[src/hw/ppt_pkg.sv]
// constants and types for the pfc/pwm timing and protection sequencer
package ppt_pkg;
  // clock and delays
  localparam int unsigned CLK_HZ = 10_000_000;
  localparam int unsigned BROWNOUT_MS = 1000;
  localparam int unsigned SAG_MS = 33;
  localparam int unsigned BROWNOUT_CYC = (CLK_HZ / 1000) * BROWNOUT_MS;
  localparam int unsigned SAG_CYC = (CLK_HZ / 1000) * SAG_MS;
  localparam int CNT_W = 24;
  localparam logic [1:0] DIV_RST = 2'h0;
  // sequencer states of the pwm stage
  typedef enum logic [2:0] {
    PPT_PWM_OFF = 3'b001,
    PPT_PWM_SOFT = 3'b010,
    PPT_PWM_RUN = 3'b100
  } ppt_pwm_state_t;
  // comparator indications, already active-true
  typedef struct packed {
    logic pfc_ilim;     // pfc sense below negative limit
    logic rms_low;      // line rms below lower brownout level
    logic rms_high;     // line rms above restart level
    logic rms_sag;      // line rms below sag level
    logic fb_low;       // converter feedback below offset
    logic pwm_ilim;     // converter current above limit
    logic input_good;   // boost feedback above good level
    logic input_off;    // boost feedback below input-off level
    logic ss_done;      // soft-start reached enable level
  } ppt_cmp_t;
endpackage

[src/hw/ppt_sync.sv]
// two-flop synchroniser for a bundle of comparator levels
`timescale 1ns/10ps
module ppt_sync (
  // clock and reset
  input wire logic sys_clk,
  input wire logic reset,
  // levels
  input wire ppt_pkg::ppt_cmp_t async_in,
  output ppt_pkg::ppt_cmp_t sync_out
);
  ppt_pkg::ppt_cmp_t meta_reg;

  // first stage read only by second stage
  always_ff @(posedge sys_clk or posedge reset) begin
    if (reset) begin
      meta_reg <= '0;
      sync_out <= '0;
    end else begin
      meta_reg <= async_in;
      sync_out <= meta_reg;
    end
  end
endmodule

[src/hw/ppt_top.sv]
// pfc/pwm timing divider, gate interleave at equal ratio and protection sequencer
`timescale 1ns/10ps
module ppt_top (
  // clock and reset
  input wire logic sys_clk,
  input wire logic reset,
  // configuration: 0 equal ratio, 1 pwm at twice pfc rate
  input wire logic pwm_double_rate,
  // comparator indications from the analog side
  input wire logic pfc_current_sense_low,
  input wire logic line_rms_sense_low,
  input wire logic line_rms_sense_high,
  input wire logic sag_threshold_low,
  input wire logic converter_feedback_low,
  input wire logic converter_current_limit_high,
  input wire logic input_good_compare,
  input wire logic boost_output_feedback_off,
  input wire logic soft_start_done,
  // pfc modulator request: pulse wanted this cycle
  input wire logic pfc_demand,
  // gate drives
  output logic pfc_gate,
  output logic pwm_gate,
  // status
  output logic pfc_clk,
  output logic pwm_clk,
  output logic brownout,
  output logic sag_trip,
  output logic pwm_soft_start
);
  ppt_pkg::ppt_cmp_t cmp_raw;
  ppt_pkg::ppt_cmp_t cmp;
  logic [1:0] div_reg;
  logic [1:0] div_next;
  logic pwm_first_half;
  logic pwm_cycle_start;
  logic pfc_cycle_start;
  logic pfc_ilim_reg;
  logic pwm_ilim_reg;
  logic [ppt_pkg::CNT_W-1:0] bo_cnt_reg;
  logic [ppt_pkg::CNT_W-1:0] sag_cnt_reg;
  logic pfc_en;
  logic pwm_run;
  logic div_sel_reg;
  ppt_pkg::ppt_pwm_state_t pwm_state_reg;
  ppt_pkg::ppt_pwm_state_t pwm_state_next;

  // bundle the comparator pins
  assign cmp_raw = '{
    pfc_ilim: pfc_current_sense_low,
    rms_low: line_rms_sense_low,
    rms_high: line_rms_sense_high,
    rms_sag: sag_threshold_low,
    fb_low: converter_feedback_low,
    pwm_ilim: converter_current_limit_high,
    input_good: input_good_compare,
    input_off: boost_output_feedback_off,
    ss_done: soft_start_done
  };

  // pins cross into the clock domain before any logic reads them
  ppt_sync u_sync (
    .sys_clk(sys_clk),
    .reset(reset),
    .async_in(cmp_raw),
    .sync_out(cmp)
  );

  // ratio strap caught after reset release, not by the async reset
  always_ff @(posedge sys_clk or posedge reset) begin
    if (reset) begin
      div_sel_reg <= 1'b0;
    end else begin
      div_sel_reg <= pwm_double_rate;
    end
  end

  // toggle chain: bit0 toggles every edge, bit1 on bit0 carry
  assign div_next = {div_reg[1] ^ div_reg[0], ~div_reg[0]};
  always_ff @(posedge sys_clk or posedge reset) begin
    if (reset) begin
      div_reg <= ppt_pkg::DIV_RST;
    end else begin
      div_reg <= div_next;
    end
  end

  // first half of each period from divider bits; tolerance set by flops
  assign pwm_first_half = div_sel_reg ? ~div_reg[0] : ~div_reg[1];
  assign pfc_cycle_start = (div_reg == 2'h3);
  assign pwm_cycle_start = div_sel_reg ? div_reg[0] : (div_reg == 2'h3);

  // divided clocks out for observation
  always_ff @(posedge sys_clk or posedge reset) begin
    if (reset) begin
      pfc_clk <= 1'b0;
      pwm_clk <= 1'b0;
    end else begin
      pfc_clk <= ~div_next[1];
      pwm_clk <= div_sel_reg ? ~div_next[0] : ~div_next[1];
    end
  end

  // brownout debounce counter; resets when the low indication clears
  always_ff @(posedge sys_clk or posedge reset) begin
    if (reset) begin
      bo_cnt_reg <= '0;
    end else if (!cmp.rms_low) begin
      bo_cnt_reg <= '0;
    end else if (bo_cnt_reg < ppt_pkg::CNT_W'(ppt_pkg::BROWNOUT_CYC)) begin
      bo_cnt_reg <= bo_cnt_reg + 1'b1;
    end
  end

  // brownout latch with hysteresis: set after debounce, clear above high level
  always_ff @(posedge sys_clk or posedge reset) begin
    if (reset) begin
      brownout <= 1'b0;
    end else if (bo_cnt_reg == ppt_pkg::CNT_W'(ppt_pkg::BROWNOUT_CYC)) begin
      brownout <= 1'b1;
    end else if (cmp.rms_high) begin
      brownout <= 1'b0;
    end
  end

  // sag delay counter
  always_ff @(posedge sys_clk or posedge reset) begin
    if (reset) begin
      sag_cnt_reg <= '0;
    end else if (!cmp.rms_sag) begin
      sag_cnt_reg <= '0;
    end else if (sag_cnt_reg < ppt_pkg::CNT_W'(ppt_pkg::SAG_CYC)) begin
      sag_cnt_reg <= sag_cnt_reg + 1'b1;
    end
  end

  // sag latch; a new trip wins over the release
  always_ff @(posedge sys_clk or posedge reset) begin
    if (reset) begin
      sag_trip <= 1'b0;
    end else if (sag_cnt_reg == ppt_pkg::CNT_W'(ppt_pkg::SAG_CYC)) begin
      sag_trip <= 1'b1;
    end else if (cmp.rms_sag && cmp.input_off) begin
      sag_trip <= 1'b1;
    end else if (cmp.rms_high) begin
      sag_trip <= 1'b0;
    end
  end

  assign pfc_en = !brownout && !sag_trip;

  // pwm sequencing: off until input good, soft-start, then run
  always_comb begin
    pwm_state_next = pwm_state_reg;
    case (pwm_state_reg)
      ppt_pkg::PPT_PWM_OFF: begin
        if (cmp.input_good && !sag_trip) begin
          pwm_state_next = ppt_pkg::PPT_PWM_SOFT;
        end
      end
      ppt_pkg::PPT_PWM_SOFT: begin
        if (sag_trip || cmp.input_off) begin
          pwm_state_next = ppt_pkg::PPT_PWM_OFF;
        end else if (cmp.ss_done) begin
          pwm_state_next = ppt_pkg::PPT_PWM_RUN;
        end
      end
      ppt_pkg::PPT_PWM_RUN: begin
        if (sag_trip || cmp.input_off) begin
          pwm_state_next = ppt_pkg::PPT_PWM_OFF;
        end
      end
      default: pwm_state_next = ppt_pkg::PPT_PWM_OFF;
    endcase
  end

  always_ff @(posedge sys_clk or posedge reset) begin
    if (reset) begin
      pwm_state_reg <= ppt_pkg::PPT_PWM_OFF;
    end else begin
      pwm_state_reg <= pwm_state_next;
    end
  end

  assign pwm_run = (pwm_state_reg == ppt_pkg::PPT_PWM_RUN);

  always_ff @(posedge sys_clk or posedge reset) begin
    if (reset) begin
      pwm_soft_start <= 1'b0;
    end else begin
      pwm_soft_start <= (pwm_state_next == ppt_pkg::PPT_PWM_SOFT);
    end
  end

  // cycle-by-cycle limit latches; a new cycle start clears them
  always_ff @(posedge sys_clk or posedge reset) begin
    if (reset) begin
      pfc_ilim_reg <= 1'b0;
    end else if (cmp.pfc_ilim) begin
      pfc_ilim_reg <= 1'b1;
    end else if (pfc_cycle_start) begin
      pfc_ilim_reg <= 1'b0;
    end
  end

  always_ff @(posedge sys_clk or posedge reset) begin
    if (reset) begin
      pwm_ilim_reg <= 1'b0;
    end else if (cmp.pwm_ilim) begin
      pwm_ilim_reg <= 1'b1;
    end else if (pwm_cycle_start) begin
      pwm_ilim_reg <= 1'b0;
    end
  end

  // pfc gate lives in the second half so its fall meets the pwm rise
  always_ff @(posedge sys_clk or posedge reset) begin
    if (reset) begin
      pfc_gate <= 1'b0;
    end else begin
      pfc_gate <= pfc_en && pfc_demand && div_next[1]
                  && !cmp.pfc_ilim && !pfc_ilim_reg;
    end
  end

  // pwm gate only in first half of its period, never past half duty, except for one cycle at a ratio change
  always_ff @(posedge sys_clk or posedge reset) begin
    if (reset) begin
      pwm_gate <= 1'b0;
    end else begin
      pwm_gate <= pwm_run && !cmp.fb_low && !cmp.pwm_ilim && !pwm_ilim_reg
                  && (div_sel_reg ? ~div_next[0] : ~div_next[1]);
    end
  end

  // pwm gate can only be high in the first half of its period; a ratio change skews one cycle
  chk_pwm_half_duty: assert property (@(posedge sys_clk) disable iff (reset)
    (pwm_gate && $stable(div_sel_reg)) |-> pwm_first_half)
    else $error("pwm gate outside first half");

  // brownout raises pfc gate low next cycle
  chk_brownout_gate: assert property (@(posedge sys_clk) disable iff (reset)
    brownout |=> !pfc_gate)
    else $error("pfc gate active during brownout");

  // sag stops both gates
  chk_sag_stops: assert property (@(posedge sys_clk) disable iff (reset)
    sag_trip |=> ##1 (!pwm_gate && !pfc_gate))
    else $error("gate active during sag trip");

  // pfc current limit blocks rest of cycle
  chk_pfc_limit: assert property (@(posedge sys_clk) disable iff (reset)
    cmp.pfc_ilim |=> !pfc_gate)
    else $error("pfc gate after current limit");

  // pwm current limit holds gate off until cycle start
  chk_pwm_limit: assert property (@(posedge sys_clk) disable iff (reset)
    (pwm_ilim_reg && !pwm_cycle_start) |=> !pwm_gate)
    else $error("pwm gate during current limit");

  // zero duty on low converter feedback
  chk_fb_zero: assert property (@(posedge sys_clk) disable iff (reset)
    cmp.fb_low |=> !pwm_gate)
    else $error("pwm gate with low feedback");

  // pwm never switches outside run state
  chk_pwm_seq: assert property (@(posedge sys_clk) disable iff (reset)
    !pwm_run |=> !pwm_gate)
    else $error("pwm gate before soft-start done");

  // gates never overlap in equal-ratio mode
  chk_interleave: assert property (@(posedge sys_clk) disable iff (reset)
    (!div_sel_reg && !$past(div_sel_reg)) |-> !(pfc_gate && pwm_gate))
    else $error("pfc and pwm gates overlap");

  // debounce expiry sets the brownout latch
  chk_bo_debounce: assert property (@(posedge sys_clk) disable iff (reset)
    (bo_cnt_reg == ppt_pkg::CNT_W'(ppt_pkg::BROWNOUT_CYC)) |=> brownout)
    else $error("brownout not set after debounce");

  // input-off stops a running pwm stage
  chk_input_off: assert property (@(posedge sys_clk) disable iff (reset)
    (pwm_run && cmp.input_off) |=> !pwm_run)
    else $error("pwm still running after input-off");
endmodule

[config.mk]
export PLATFORM = sky130hd
export DESIGN_NAME = ppt_top
export DESIGN_NICKNAME = d
export VERILOG_FILES = /design/src/hw/ppt_pkg.sv /design/src/hw/ppt_sync.sv /design/src/hw/ppt_top.sv
export SDC_FILE = /design/constraint.sdc
export NUM_CORES = 1
export LEC_CHECK = 0
export ABC_AREA = 1
export BUFFER_PORTS_ARGS = -buffer_cell sky130_fd_sc_hd__buf_2
export CORE_UTILIZATION = 36
export CTS_CLUSTER_DIAMETER = 200
export DETAILED_ROUTE_END_ITERATION = 7
export GPL_ROUTABILITY_DRIVEN = 0
export GPL_TIMING_DRIVEN = 1
export PLACE_DENSITY = 0.52
export SYNTH_ARGS = -nofsm -noshare
export SYNTH_HDL_FRONTEND = slang
export SYNTH_SLANG_ARGS = --single-unit
[constraint.sdc]
create_clock -name sys_clk -period 6.1 [get_ports sys_clk]
set_input_delay 0 -clock sys_clk [delete_from_list [all_inputs] [get_ports sys_clk]]
set_output_delay 0 -clock sys_clk [all_outputs]
set_load 0.01 [all_outputs]
== Word-level counts from Yosys, hierarchy flattened ==
Cells that the tools add are included.
Operators by class
  $add $sub $neg: 2
  $mul: 0
  div/mod/pow operators: 0
  $lt $le $gt $ge: 2
  equality and inequality tests: 9
  shifts and indexed selects: 0
  mux-type cells: 19
  bitwise gates (word level): 3
  reductions and logical operators: 23
Operator list (number)
  2-to-1 mux 24 bit: 4
  adder 24 x 1 -> 24 bit, second input constant: 2
  equality test 24 x 19 -> 1 bit, second input constant: 1
  equality test 24 bit, second input constant: 1
  < comparator 24 x 19 -> 1 bit, second input constant: 1
  < comparator 24 bit, second input constant: 1
  2-to-1 mux 3 bit: 4
  logical AND 1 bit: 11
  2-to-1 mux 1 bit: 10
  case mux 3 bit (3 select lines): 1
  logical NOT 1 bit: 7
  equality test 3 x 2 -> 1 bit, second input constant: 2
  nonzero test 2 bit: 3
  != test 2 bit, second input constant: 2
  equality test 3 x 1 -> 1 bit, second input constant: 1
  equality test 3 bit, second input constant: 1
  nonzero test 3 bit: 1
  equality test 2 bit, second input constant: 1
  NOT 1 bit: 2
  logical OR 1 bit: 1
  bitwise XOR 1 bit: 1
Word-level totals
  bits in registers: 81
  latch bits: 0
  RAM bits: 0
  ROM bits: 0
  input port bits: 13
  output and inout bits: 7
  memories: 0

== Logic depth before layout (Yosys ltp) ==
Gate-level depths: netlist (run 1).
  depth after elaboration: 6
  gate-level depth with buffers: 11
  depth with buffers taken out: 10

== Modules after synthesis ==
From an unflattened synthesis (run 1), not the netlist that was laid out.
Second synthesis, totals
  cell total of the unflattened synthesis: 572
  area total of the unflattened synthesis: 4332.9 um2
By module, submodules not included
  ppt_top: instances 1, cells each 553, area each 3878.7 um2, seq. area each 1577.8 um2
  ppt_sync: instances 1, cells each 19, area each 454.2 um2, seq. area each 450.4 um2

== Worst setup path before layout (run 1) ==
OpenSTA, ideal clock, no wires.
  kind: register to register
  start point: register bo_cnt_reg[1] (netlist name)
  end point: register bo_cnt_reg[10] (netlist name)
  arrival: 1.346 ns
  required time: 5.983 ns
  path slack: 4.637 ns
  stages on the path, launching flop included: 9
  path buffers: 0
  clock period less this slack: 1.463 ns
  cell sequence: dfrtp_1 > ha_1 > nand3_1 > nor2_1 > nand2_1 > xor2_1 > nor2_1 > nand2_1 > nand2_1
On the way
  word-level cells in the longest chain between the ends: 3
RTL lines
  start: declaration: RTL line ppt_top.sv:40  | logic [ppt_pkg::CNT_W-1:0] bo_cnt_reg;
  start signal: assignment: RTL line ppt_top.sv:111  | bo_cnt_reg <= bo_cnt_reg + 1'b1;
  adder 24 x 1 -> 24 bit: RTL line ppt_top.sv:111
  2-to-1 mux 24 bit: RTL line ppt_top.sv:110  | end else if (bo_cnt_reg < ppt_pkg::CNT_W'(ppt_pkg::BROWNOUT_CYC)) begin
  2-to-1 mux 24 bit: RTL line ppt_top.sv:108  | end else if (!cmp.rms_low) begin
Several ways; a longest one is shown, not always the timed one. The select of a mux whose other input is x is not followed.
A chain may end at the register's enable or synchronous reset.

== Final worst setup path (run 1) ==
  start point: register bo_cnt_reg[16] (netlist name)
  end point: register bo_cnt_reg[21] (netlist name)
The elaborated chain is that of the path after synthesis.

==> run_summary.xml, run 1 <==
<?xml version="1.0" encoding="UTF-8"?>
<metrics>
  <group name="sta">
    <metric name="fmax" unit="GHz">0.5114</metric>
    <metric name="setup_viol" unit="">0</metric>
    <metric name="worst_setup_slack_after_layout" unit="ns">4.144</metric>
    <metric name="timing.final.max_slew_violations" unit="">0</metric>
    <metric name="tightest_slew" unit="ns">1.014</metric>
    <metric name="period_share" unit="%">32.06</metric>
    <metric name="fin_worst_skew" unit="ns">0.004347</metric>
    <metric name="period_needed" unit="ns">1.956</metric>
    <metric name="grt_setup_unrepaired" unit="">false</metric>
    <metric name="finalHoldWorstSlack" unit="ns">-0.03624</metric>
    <metric name="report.final.hold_viol_count" unit="">59</metric>
    <metric name="totalNegativeSetupSlack" unit="ns">0</metric>
    <metric name="slew_headroom" unit="%">32.41</metric>
  </group>
  <group name="clock_network">
    <metric name="ctsResizeCount" unit="">0</metric>
    <metric name="clkTransAtPathRegs" unit="ns">0.06</metric>
    <metric name="cts_root_buffer" unit="">clkbuf_16</metric>
    <metric name="cts-root-to-sink-buffers" unit="">2</metric>
    <metric name="clk-insertion-delay-late" unit="ns">0.34</metric>
    <metric name="tritoncts_clock_tree" unit="">built</metric>
    <metric name="clock_tree.htree_level_count" unit="">3</metric>
    <metric name="post-cts-setup-buffer-count" unit="">0</metric>
    <metric name="cts.sinks" unit="">81</metric>
    <metric name="cts-buffers-inserted" unit="">9</metric>
  </group>
  <group name="finish">
    <metric name="drive_above_1_share" unit="%">9.934</metric>
    <metric name="number_of_filler_instances_in_the_final_layout" unit="">1174</metric>
    <metric name="final_net_count" unit="">617</metric>
    <metric name="final_core_occ" unit="%">42.48</metric>
    <metric name="syn2layout_area_growth" unit="%">13.60</metric>
    <metric name="final_cells" unit="">747</metric>
    <metric name="num_antenna_cells" unit="">0</metric>
  </group>
  <group name="critical_path">
    <metric name="setup.worst_path.end_class" unit="">register</metric>
    <metric name="crit_fanout" unit="">23</metric>
    <metric name="cp_slowest_cell" unit="">nand3_2</metric>
    <metric name="critical_path_launch_point_type" unit="">register</metric>
    <metric name="worstPathCellList" unit="">nor2_1 -&gt; nand3_1 -&gt; nand3_1 -&gt; nand3_2 -&gt; nor2_2 -&gt; nand2_1 -&gt; nand2_1</metric>
    <metric name="cp_slowest_stage_delay" unit="ns">0.46</metric>
    <metric name="arrival" unit="ns">2.24</metric>
    <metric name="req_time_crit_path" unit="ns">6.38</metric>
    <metric name="criticalPathCategory" unit="">register to register</metric>
  </group>
  <group name="job">
    <metric name="max_cap_violation_count" unit="">0</metric>
  </group>
  <group name="synth">
    <metric name="synthTopCellsByArea" unit="">dfrtp_1 46%, nand2_1 17%, nor2_1 7.4%, nand3_1 6.0%, inv_1 4.0%</metric>
    <metric name="syn_nets" unit="">588</metric>
    <metric name="ys.warnings.count" unit="">0</metric>
    <metric name="async_reset_ff_share" unit="%">100.0</metric>
    <metric name="leading_area_contributor_after_synthesis" unit="">dfrtp_1</metric>
    <metric name="synthesis.instances" unit="">570</metric>
    <metric name="syn_avg_cell_area" unit="µm²">7.586</metric>
    <metric name="synth_sequential_area_ratio" unit="%">46.90</metric>
    <metric name="synth.cells.most_frequent" unit="">195 x nand2_1, 85 x nor2_1, 80 x dfrtp_1</metric>
    <metric name="syn-cell-area" unit="µm²">4324</metric>
    <metric name="yosys.cell_count.top_type" unit="">nand2_1</metric>
    <metric name="synth_ff_type" unit="">dfrtp_1</metric>
    <metric name="synthDominantCellAreaShare" unit="%">46.30</metric>
    <metric name="synth-seq-cells" unit="">81</metric>
    <metric name="synth-edff-count" unit="">0</metric>
    <metric name="netlist-cell-type-count" unit="">39</metric>
  </group>
  <group name="detailed_routing">
    <metric name="post_drt_wl_per_cell" unit="µm">12.57</metric>
    <metric name="number_of_nets_with_antenna_violations_after_detailed_routing" unit="">0</metric>
    <metric name="vias" unit="">3530</metric>
    <metric name="wirelength" unit="µm">9392</metric>
    <metric name="post_drt_via_cell_ratio" unit="">4.726</metric>
    <metric name="detailedRoute.firstPassIterationCount" unit="">8</metric>
    <metric name="drtIter0Drc" unit="">218</metric>
    <metric name="drt_drc_violations_left" unit="">1</metric>
  </group>
  <group name="power">
    <metric name="power_density" unit="nW/µm²">237.7</metric>
    <metric name="vdd.ir_drop.worst" unit="mV">0.1106</metric>
    <metric name="totalPowerFinal" unit="µW">1168</metric>
    <metric name="power.static_leakage" unit="µW">0.002370</metric>
  </group>
  <group name="die">
    <metric name="fp.coreArea" unit="µm²">11560</metric>
    <metric name="io-pin-count" unit="">20</metric>
    <metric name="rows" unit="">39</metric>
    <metric name="initial_core_util" unit="%">37.39</metric>
    <metric name="dieHeight" unit="µm">111.6</metric>
    <metric name="die_area" unit="µm²">12450</metric>
    <metric name="fp.dieW" unit="µm">111.6</metric>
  </group>
  <group name="run_status">
    <metric name="violations_in_the_final_reports" unit="">design-rule violations, negative hold slack</metric>
    <metric name="run_status" unit="">complete, but fails checks</metric>
  </group>
  <group name="global_routing">
    <metric name="grt_start_max_net_pins" unit="">82</metric>
    <metric name="grt_pass1_wl" unit="µm">16660</metric>
    <metric name="grt_overflow_total" unit="">0</metric>
    <metric name="grt_pass1_vias" unit="">3422</metric>
    <metric name="antenna_found_initial" unit="">0</metric>
    <metric name="track_usage" unit="%">16.87</metric>
  </group>
  <group name="placed_design">
    <metric name="post-place-ws" unit="ns">4.129</metric>
    <metric name="placedCellCount" unit="">720</metric>
    <metric name="io_buffer_count" unit="">19</metric>
    <metric name="place_hpwl" unit="µm">6383</metric>
  </group>
  <group name="worst_hold_path">
    <metric name="holdCritPathClass" unit="">input pin to asynchronous set/reset pin</metric>
  </group>
</metrics>
-- repair_timing --
item | 4_1_cts | 5_1_grt
setup endpoints to repair | 0 | 0
hold buffers | 11 | 0
hold endpoints to repair | 11 | 0
-- power breakdown --
group,internal (µW),switching [µW]
logic,25.0,43.7
clock network,292,233
registers,560,14.0
total,877,290
-- through the flow --
| step | area (µm²) | hold slack [ns] |
|---|---|---|
| final | 4912 | -0.03624 |
| after global routing | 4912 | 0.09979 |
| after CTS | 4912 | 0.02077 |
| after detailed placement | 4516 | 0.1095 |
| after global placement | 4516 | 0.1079 |
| after floorplan | 4324 | 0.03143 |
-- final timing paths --
check | slack [ns] | cells past startpoint | startpoint | end
setup / recovery | 4.14 | 7 | bo_cnt_reg[16] | bo_cnt_reg[21]
hold / removal | -0.04 | 3 | reset | div_reg[0]
setup reg to reg | 4.14 | 7 | bo_cnt_reg[16] | bo_cnt_reg[21]
hold reg to reg | 0.35 | 0 | u_sync.meta_reg[5] | u_sync.sync_out[5]
max in group asynchronous | 5.49 | 3 | reset | bo_cnt_reg[13]
min in group sys_clk | 0.29 | 2 | line_rms_sense_low | u_sync.meta_reg[7]
-- cells in the final DEF, fill, tap and decap left out, types with 3 or more instances in the layout --
master	n
nand2_1	195
nor2_1	85
dfrtp_1	80
nand3_1	52
inv_1	45
nand4_1	19
buf_2	19
xor2_1	16
dlygate4sd3_1	11
clkbuf_16	9
nor2_2	7
nor3_1	7
o21ai_0	6
xnor2_1	5
ha_1	5
nand2_2	4
nand3b_1	4
inv_6	4
or2_2	3
-- logic make-up after synthesis --
family / Yosys count / share of synthesized area, %
xor+xnor: 21 / 4.253
flops: 81 / 46.90
simple gates: 385 / 38.69
fa+ha+maj: 5 / 1.447
compound gates: 16 / 2.257
buf+inv: 62 / 6.452
-- metal layers --
layer | up-vias | global-route usage [%] | wire (µm)
met3 | 14 | 4.246 | 370
li1 | 1860 | - | -
met1 | 1599 | 23.72 | 4857
met4 | 0 | 6.126 | 160
met2 | 57 | 25.08 | 4004
met5 | - | 0 | 0
-- worst max-delay path: cells and delay by family, from the launching register on --
| family | cells | cell delay (ns) |
|---|---|---|
| flip-flops | 1 | 0.42 |
| AND/OR/NAND/NOR | 7 | 1.47 |
-- cell type report --
type                    instances  area (µm²)  share of cell area (%)
well taps                     143       178.9                   3.642
inverters                      48       181.4                   3.693
clock inverters                 6       47.55                  0.9679
clock buffers                  10       239.0                   4.865
flip-flops and latches         81        2028                   41.29
repair buffers                 32       220.2                   4.483
multi-input cells             427        2017                   41.06
Note: power is estimated with default switching activity, not from simulation.
==> inputs of run 2 (changes only) <==
Settings changed: PLACE_DENSITY 0.52 to 0.54.
Clock period 6.1 ns to 1.7 ns, I/O delays scaled along.
==> run_summary.xml, run 2 (synthesized netlist as in run 1, its figures left out) <==
<?xml version="1.0" encoding="UTF-8"?>
<metrics>
  <group name="die">
    <metric name="initial_core_util" unit="%">37.39</metric>
    <metric name="die_area" unit="µm²">12450</metric>
    <metric name="io-pin-count" unit="">20</metric>
    <metric name="rows" unit="">39</metric>
    <metric name="fp.dieW" unit="µm">111.6</metric>
    <metric name="dieHeight" unit="µm">111.6</metric>
    <metric name="fp.coreArea" unit="µm²">11560</metric>
  </group>
  <group name="finish">
    <metric name="seqCellArea" unit="µm²">2036</metric>
    <metric name="multi_input_area" unit="µm²">2072</metric>
    <metric name="drive_above_1_share" unit="%">16.33</metric>
    <metric name="layout_commonest_cell" unit="">nand2_1</metric>
    <metric name="finish.instance_area" unit="µm²">5273</metric>
    <metric name="final_net_count" unit="">650</metric>
    <metric name="layout_common_cells" unit="">195 x nand2_1, 79 x nor2_1, 74 x dfrtp_1</metric>
    <metric name="number_of_filler_instances_in_the_final_layout" unit="">1167</metric>
    <metric name="syn2layout_area_growth" unit="%">21.93</metric>
    <metric name="final_core_occ" unit="%">45.59</metric>
    <metric name="num_antenna_cells" unit="">0</metric>
  </group>
  <group name="global_routing">
    <metric name="track_usage" unit="%">17.53</metric>
    <metric name="grt_use_met3" unit="%">5.280</metric>
    <metric name="grt_pass1_vias" unit="">3620</metric>
    <metric name="antenna_found_initial" unit="">0</metric>
    <metric name="globalRouteMet1Util" unit="%">23.16</metric>
    <metric name="grt_start_max_net_pins" unit="">42</metric>
    <metric name="grt_busiest_layer" unit="">met2</metric>
    <metric name="gr-usage-met2" unit="%">27.79</metric>
    <metric name="grt_pass1_wl" unit="µm">17170</metric>
    <metric name="grt_overflow_total" unit="">0</metric>
  </group>
  <group name="detailed_routing">
    <metric name="post_drt_via_cell_ratio" unit="">4.765</metric>
    <metric name="drtIter0Drc" unit="">175</metric>
    <metric name="detailedRoute.firstPassIterationCount" unit="">6</metric>
    <metric name="vias" unit="">3717</metric>
    <metric name="wirelength" unit="µm">10230</metric>
    <metric name="drt_drc_violations_left" unit="">4</metric>
    <metric name="number_of_nets_with_antenna_violations_after_detailed_routing" unit="">0</metric>
    <metric name="post_drt_wl_per_cell" unit="µm">13.11</metric>
  </group>
  <group name="critical_path">
    <metric name="critical_path_launch_point_type" unit="">register</metric>
    <metric name="worstSetupEndpoint" unit="">sag_cnt_reg[11]</metric>
    <metric name="req_time_crit_path" unit="ns">1.98</metric>
    <metric name="setup.worst_path.end_class" unit="">register</metric>
    <metric name="worstSetupStartpoint" unit="">sag_cnt_reg[14]</metric>
    <metric name="endpoint_of_the_most_critical_register_to_register_path" unit="">sag_cnt_reg[11]</metric>
    <metric name="arrival" unit="ns">1.86</metric>
    <metric name="reg2reg_setup_slack" unit="ns">0.11</metric>
    <metric name="r2r_cells" unit="">9</metric>
    <metric name="criticalPathCategory" unit="">register to register</metric>
    <metric name="crit_fanout" unit="">9</metric>
    <metric name="worstReg2RegStart" unit="">sag_cnt_reg[14]</metric>
  </group>
  <group name="placed_design">
    <metric name="place_hpwl" unit="µm">6990</metric>
    <metric name="placedInstanceArea" unit="µm²">4748</metric>
    <metric name="io_buffer_count" unit="">19</metric>
    <metric name="post-place-ws" unit="ns">0.06579</metric>
  </group>
  <group name="job">
    <metric name="max_cap_violation_count" unit="">0</metric>
  </group>
  <group name="worst_hold_path">
    <metric name="holdCritPathClass" unit="">input pin to asynchronous set/reset pin</metric>
  </group>
  <group name="power">
    <metric name="power_density" unit="nW/µm²">818.8</metric>
    <metric name="p_int" unit="µW">3305</metric>
    <metric name="share_comb_of_total_power" unit="%">6.3</metric>
    <metric name="seqPwrFrac" unit="%">47.7</metric>
    <metric name="vdd.ir_drop.worst" unit="mV">0.6042</metric>
    <metric name="clock_power_share" unit="%">46.1</metric>
    <metric name="p_switching" unit="µW">1012</metric>
    <metric name="swShare" unit="%">23.45</metric>
    <metric name="power.static_leakage" unit="µW">0.002544</metric>
  </group>
  <group name="run_status">
    <metric name="violations_in_the_final_reports" unit="">design-rule violations</metric>
    <metric name="run_status" unit="">complete, but fails checks</metric>
  </group>
  <group name="sta">
    <metric name="report.final.hold_viol_count" unit="">0</metric>
    <metric name="fmax" unit="GHz">0.6300</metric>
    <metric name="tightest_slew" unit="ns">0.5140</metric>
    <metric name="slew_headroom" unit="%">65.66</metric>
    <metric name="setup_viol" unit="">0</metric>
    <metric name="period_needed" unit="ns">1.587</metric>
    <metric name="totalNegativeSetupSlack" unit="ns">0</metric>
    <metric name="timing.final.max_slew_violations" unit="">0</metric>
    <metric name="period_share" unit="%">93.36</metric>
    <metric name="fin_worst_skew" unit="ns">0.005243</metric>
    <metric name="worst_setup_slack_after_layout" unit="ns">0.1128</metric>
    <metric name="grt_setup_unrepaired" unit="">false</metric>
  </group>
  <group name="clock_network">
    <metric name="clock_tree.htree_level_count" unit="">3</metric>
    <metric name="cts.sinks" unit="">81</metric>
    <metric name="clk-insertion-delay-late" unit="ns">0.34</metric>
    <metric name="clkTransAtPathRegs" unit="ns">0.06</metric>
    <metric name="cts-root-to-sink-buffers" unit="">2</metric>
    <metric name="tritoncts_clock_tree" unit="">built</metric>
    <metric name="cts-buffers-inserted" unit="">9</metric>
    <metric name="cts_root_buffer" unit="">clkbuf_16</metric>
  </group>
</metrics>
-- run 2: metal layers --
layer / routed length, µm / share of wire (%)
met2: 4709 / 46
met5: 0 / 0
met1: 4912 / 48
met4: 157 / 1.5
met3: 445 / 4.4
-- run 2: metrics by stage --
stage | total power (µW) | hold slack, ns | instances
floorplan | 2246 | 0.03143 | 570
detailed placement | 2346 | 0.06631 | 749
global route | 4519 | 0.2859 | 780
CTS | 4391 | 0.2423 | 777
finish | 4317 | 0.2556 | 780
global placement | 2337 | 0.05935 | 749
-- run 2: repair_timing --
| action | in CTS | in global routing |
|---|---|---|
| buffers inserted | 0 | 1 |
| endpoints found under the setup margin | 0 | 38 |
| hold endpoints to repair | 32 | 0 |
| hold buffers | 12 | 0 |
| gates resized for setup | 0 | 20 |
-- run 2: worst max-delay path, cell delays in order (launching register included) --
cell and delay, ns:
dfrtp_1 0.38, nor2_2 0.15, nand2_1 0.08, nor2_2 0.15
nand2_1 0.08, nor2_2 0.13, nor2_4 0.09, nor2_4 0.30
nand2_1 0.09, nand2_1 0.08
-- run 2: area by class of cell --
cell class,instances,share of cell area [%]
Clock buffer,11,4.604
Clock inverter,5,1.210
Inverter,48,3.488
Multi-Input combinational cell,429,39.30
Sequential cell,81,38.61
Tap cell,143,3.393
Timing Repair Buffer,63,9.397
-- run 2: power groups by stage --
stage | combinational (µW) | sequential (µW) | clock [µW]
after floorplan | 159 | 2090 | 0
after global placement | 246 | 2090 | 0
after detailed placement | 252 | 2090 | 0
after CTS | 274 | 2060 | 2060
after global routing | 309 | 2070 | 2140
final | 271 | 2060 | 1990
-- run 2: worst min path at each step --
stage,start,cells after the start,to
after floorplan,pwm_double_rate,0,div_sel_reg
after global placement,reset,2,u_sync.meta_reg[8]
after detailed placement,reset,2,u_sync.meta_reg[8]
after CTS,reset,3,pfc_ilim_reg
after global routing,reset,3,div_sel_reg
final,reset,3,pwm_state_reg[2]
==> inputs of run 3 (changes only) <==
==> constraint.sdc (replaced) <==
create_clock -name sys_clk -period 1.7 [get_ports sys_clk]
set_input_delay 0.34 -clock sys_clk [delete_from_list [all_inputs] [get_ports sys_clk]]
set_output_delay 0.34 -clock sys_clk [all_outputs]
set_load 0.01 [all_outputs]
==> run_summary.xml, run 3 (synthesized netlist as in run 1, its figures left out) <==
<?xml version="1.0" encoding="UTF-8"?>
<metrics>
  <group name="run_status">
    <metric name="run_status" unit="">complete, but fails checks</metric>
    <metric name="violations_in_the_final_reports" unit="">design-rule violations</metric>
  </group>
  <group name="critical_path">
    <metric name="req_time_crit_path" unit="ns">1.99</metric>
    <metric name="setup.worst_path.end_class" unit="">register</metric>
    <metric name="arrival" unit="ns">1.89</metric>
    <metric name="r2r_cells" unit="">8</metric>
    <metric name="cp_slowest_stage_delay" unit="ns">0.39</metric>
    <metric name="criticalPathCategory" unit="">register to register</metric>
    <metric name="cp_slowest_cell" unit="">dfrtp_1</metric>
    <metric name="reg2reg_setup_slack" unit="ns">0.10</metric>
    <metric name="critical_path_launch_point_type" unit="">register</metric>
    <metric name="worstReg2RegStart" unit="">bo_cnt_reg[16]</metric>
    <metric name="worstPathCellList" unit="">nor2_1 -&gt; nand3_1 -&gt; nor2_2 -&gt; nand3_1 -&gt; nand3_4 -&gt; buf_6 -&gt; nand3_1 -&gt; nand2_1</metric>
    <metric name="crit_top_cell" unit="">nand3_1</metric>
    <metric name="crit_fanout" unit="">15</metric>
    <metric name="endpoint_of_the_most_critical_register_to_register_path" unit="">bo_cnt_reg[14]</metric>
  </group>
  <group name="detailed_routing">
    <metric name="number_of_nets_with_antenna_violations_after_detailed_routing" unit="">0</metric>
    <metric name="detailedRoute.firstPassIterationCount" unit="">6</metric>
    <metric name="drt_drc_violations_left" unit="">4</metric>
    <metric name="post_drt_via_cell_ratio" unit="">4.789</metric>
    <metric name="post_drt_wl_per_cell" unit="µm">13.01</metric>
    <metric name="vias" unit="">3683</metric>
    <metric name="wirelength" unit="µm">10010</metric>
    <metric name="drtIter0Drc" unit="">221</metric>
  </group>
  <group name="global_routing">
    <metric name="grt_pass1_vias" unit="">3580</metric>
    <metric name="antenna_found_initial" unit="">0</metric>
    <metric name="grt_pass1_wl" unit="µm">17300</metric>
    <metric name="track_usage" unit="%">17.69</metric>
    <metric name="grt_overflow_total" unit="">0</metric>
    <metric name="grt_start_max_net_pins" unit="">44</metric>
  </group>
  <group name="die">
    <metric name="fp.coreArea" unit="µm²">11560</metric>
    <metric name="io-pin-count" unit="">20</metric>
    <metric name="die_area" unit="µm²">12450</metric>
    <metric name="rows" unit="">39</metric>
    <metric name="dieHeight" unit="µm">111.6</metric>
    <metric name="fp.dieW" unit="µm">111.6</metric>
    <metric name="initial_core_util" unit="%">37.39</metric>
  </group>
  <group name="sta">
    <metric name="fin_worst_skew" unit="ns">0.007155</metric>
    <metric name="report.final.hold_viol_count" unit="">0</metric>
    <metric name="period_share" unit="%">93.96</metric>
    <metric name="fmax" unit="GHz">0.6260</metric>
    <metric name="slew_headroom" unit="%">64.92</metric>
    <metric name="totalNegativeSetupSlack" unit="ns">0</metric>
    <metric name="period_needed" unit="ns">1.597</metric>
    <metric name="worst_setup_slack_after_layout" unit="ns">0.1026</metric>
    <metric name="finalHoldWorstSlack" unit="ns">0.09315</metric>
    <metric name="tightest_slew" unit="ns">0.5262</metric>
    <metric name="setup_viol" unit="">0</metric>
    <metric name="timing.final.max_slew_violations" unit="">0</metric>
  </group>
  <group name="finish">
    <metric name="layout_common_cells" unit="">195 x nand2_1, 80 x nor2_1, 77 x dfrtp_1</metric>
    <metric name="layout_commonest_cell" unit="">nand2_1</metric>
    <metric name="syn2layout_area_growth" unit="%">19.21</metric>
    <metric name="final_net_count" unit="">639</metric>
    <metric name="multi_input_area" unit="µm²">2052</metric>
    <metric name="num_antenna_cells" unit="">0</metric>
    <metric name="number_of_filler_instances_in_the_final_layout" unit="">1167</metric>
    <metric name="final_cells" unit="">769</metric>
    <metric name="drive_above_1_share" unit="%">16.45</metric>
    <metric name="seqCellArea" unit="µm²">2032</metric>
  </group>
  <group name="worst_hold_path">
    <metric name="min_delay_worst_endpoint" unit="">u_sync.meta_reg[3]</metric>
    <metric name="timing.hold.worst.start" unit="">converter_current_limit_high</metric>
    <metric name="holdCritPathClass" unit="">input pin to register</metric>
    <metric name="worstHoldPathCells" unit="">1</metric>
  </group>
  <group name="power">
    <metric name="totalPowerFinal" unit="µW">4484</metric>
    <metric name="vdd.ir_drop.worst" unit="mV">0.5451</metric>
    <metric name="power_density" unit="nW/µm²">869.7</metric>
    <metric name="power.static_leakage" unit="µW">0.002518</metric>
  </group>
  <group name="clock_network">
    <metric name="cts-root-to-sink-buffers" unit="">2</metric>
    <metric name="cts_root_buffer" unit="">clkbuf_16</metric>
    <metric name="clk-insertion-delay-late" unit="ns">0.35</metric>
    <metric name="tritoncts_clock_tree" unit="">built</metric>
    <metric name="clkTransAtPathRegs" unit="ns">0.06</metric>
    <metric name="cts.sinks" unit="">81</metric>
    <metric name="cts-buffers-inserted" unit="">9</metric>
    <metric name="clock_tree.htree_level_count" unit="">3</metric>
  </group>
  <group name="placed_design">
    <metric name="io_buffer_count" unit="">19</metric>
    <metric name="placedCellCount" unit="">751</metric>
    <metric name="place_hpwl" unit="µm">7305</metric>
    <metric name="post-place-ws" unit="ns">0.04064</metric>
  </group>
  <group name="job">
    <metric name="max_cap_violation_count" unit="">0</metric>
  </group>
</metrics>
-- run 3: critical path: cells and delay by family (launching register included) --
family	cells	cell delay, ns
buffers and inverters	1	0.19
flip-flops	1	0.39
AND/OR/NAND/NOR	7	0.95
-- run 3: final cells by class --
class / instances / area share [%]
clock buffers: 9 / 4.369
clock inverters: 7 / 2.112
inverters: 48 / 3.568
multi-input cells: 427 / 39.81
flip-flops and latches: 81 / 39.42
well taps: 143 / 3.471
repair buffers: 54 / 7.257
-- run 3: worst max path at each step --
stage | from | end | slack [ns]
floorplan | bo_cnt_reg[1] | bo_cnt_reg[10] | 0.24
global placement | bo_cnt_reg[22] | bo_cnt_reg[16] | 0.09
detailed placement | bo_cnt_reg[22] | bo_cnt_reg[13] | 0.04
CTS | bo_cnt_reg[22] | bo_cnt_reg[13] | 0.01
global route | bo_cnt_reg[22] | bo_cnt_reg[9] | -0.003
finish | bo_cnt_reg[16] | bo_cnt_reg[14] | 0.10
-- run 3: what timing repair did --
action                                  CTS  global route
hold buffers                              0             0
hold endpoints to repair                  0             0
setup buffers                             0             2
endpoints found under the setup margin    0            41
resized for setup                         0            14
-- run 3: power breakdown --
| part | internal (µW) | leakage (µW) | switching, µW |
|---|---|---|---|
| combinational | 83.3 | 0.00130 | 157 |
| sequential | 2010 | 0.00105 | 49.5 |
| clock | 1320 | 0.000164 | 866 |
| total | 3410 | 0.00252 | 1070 |
-- run 3: routing by layer --
metal	vias to the layer above	part of all wire, %	global-route usage (%)
met5	-	0	0
met4	0	1.3	5.315
met3	8	3.1	5.171
met2	56	46	28.21
met1	1712	50	23.24
li1	1907	-	-
-- run 3: stage by stage --
step	utilization [%]	instance area, µm²
after floorplan	-	4328
after CTS	43.97	5085
after detailed placement	41.08	4751
after global routing	44.57	5155
final	44.57	5155
after global placement	41.08	4751
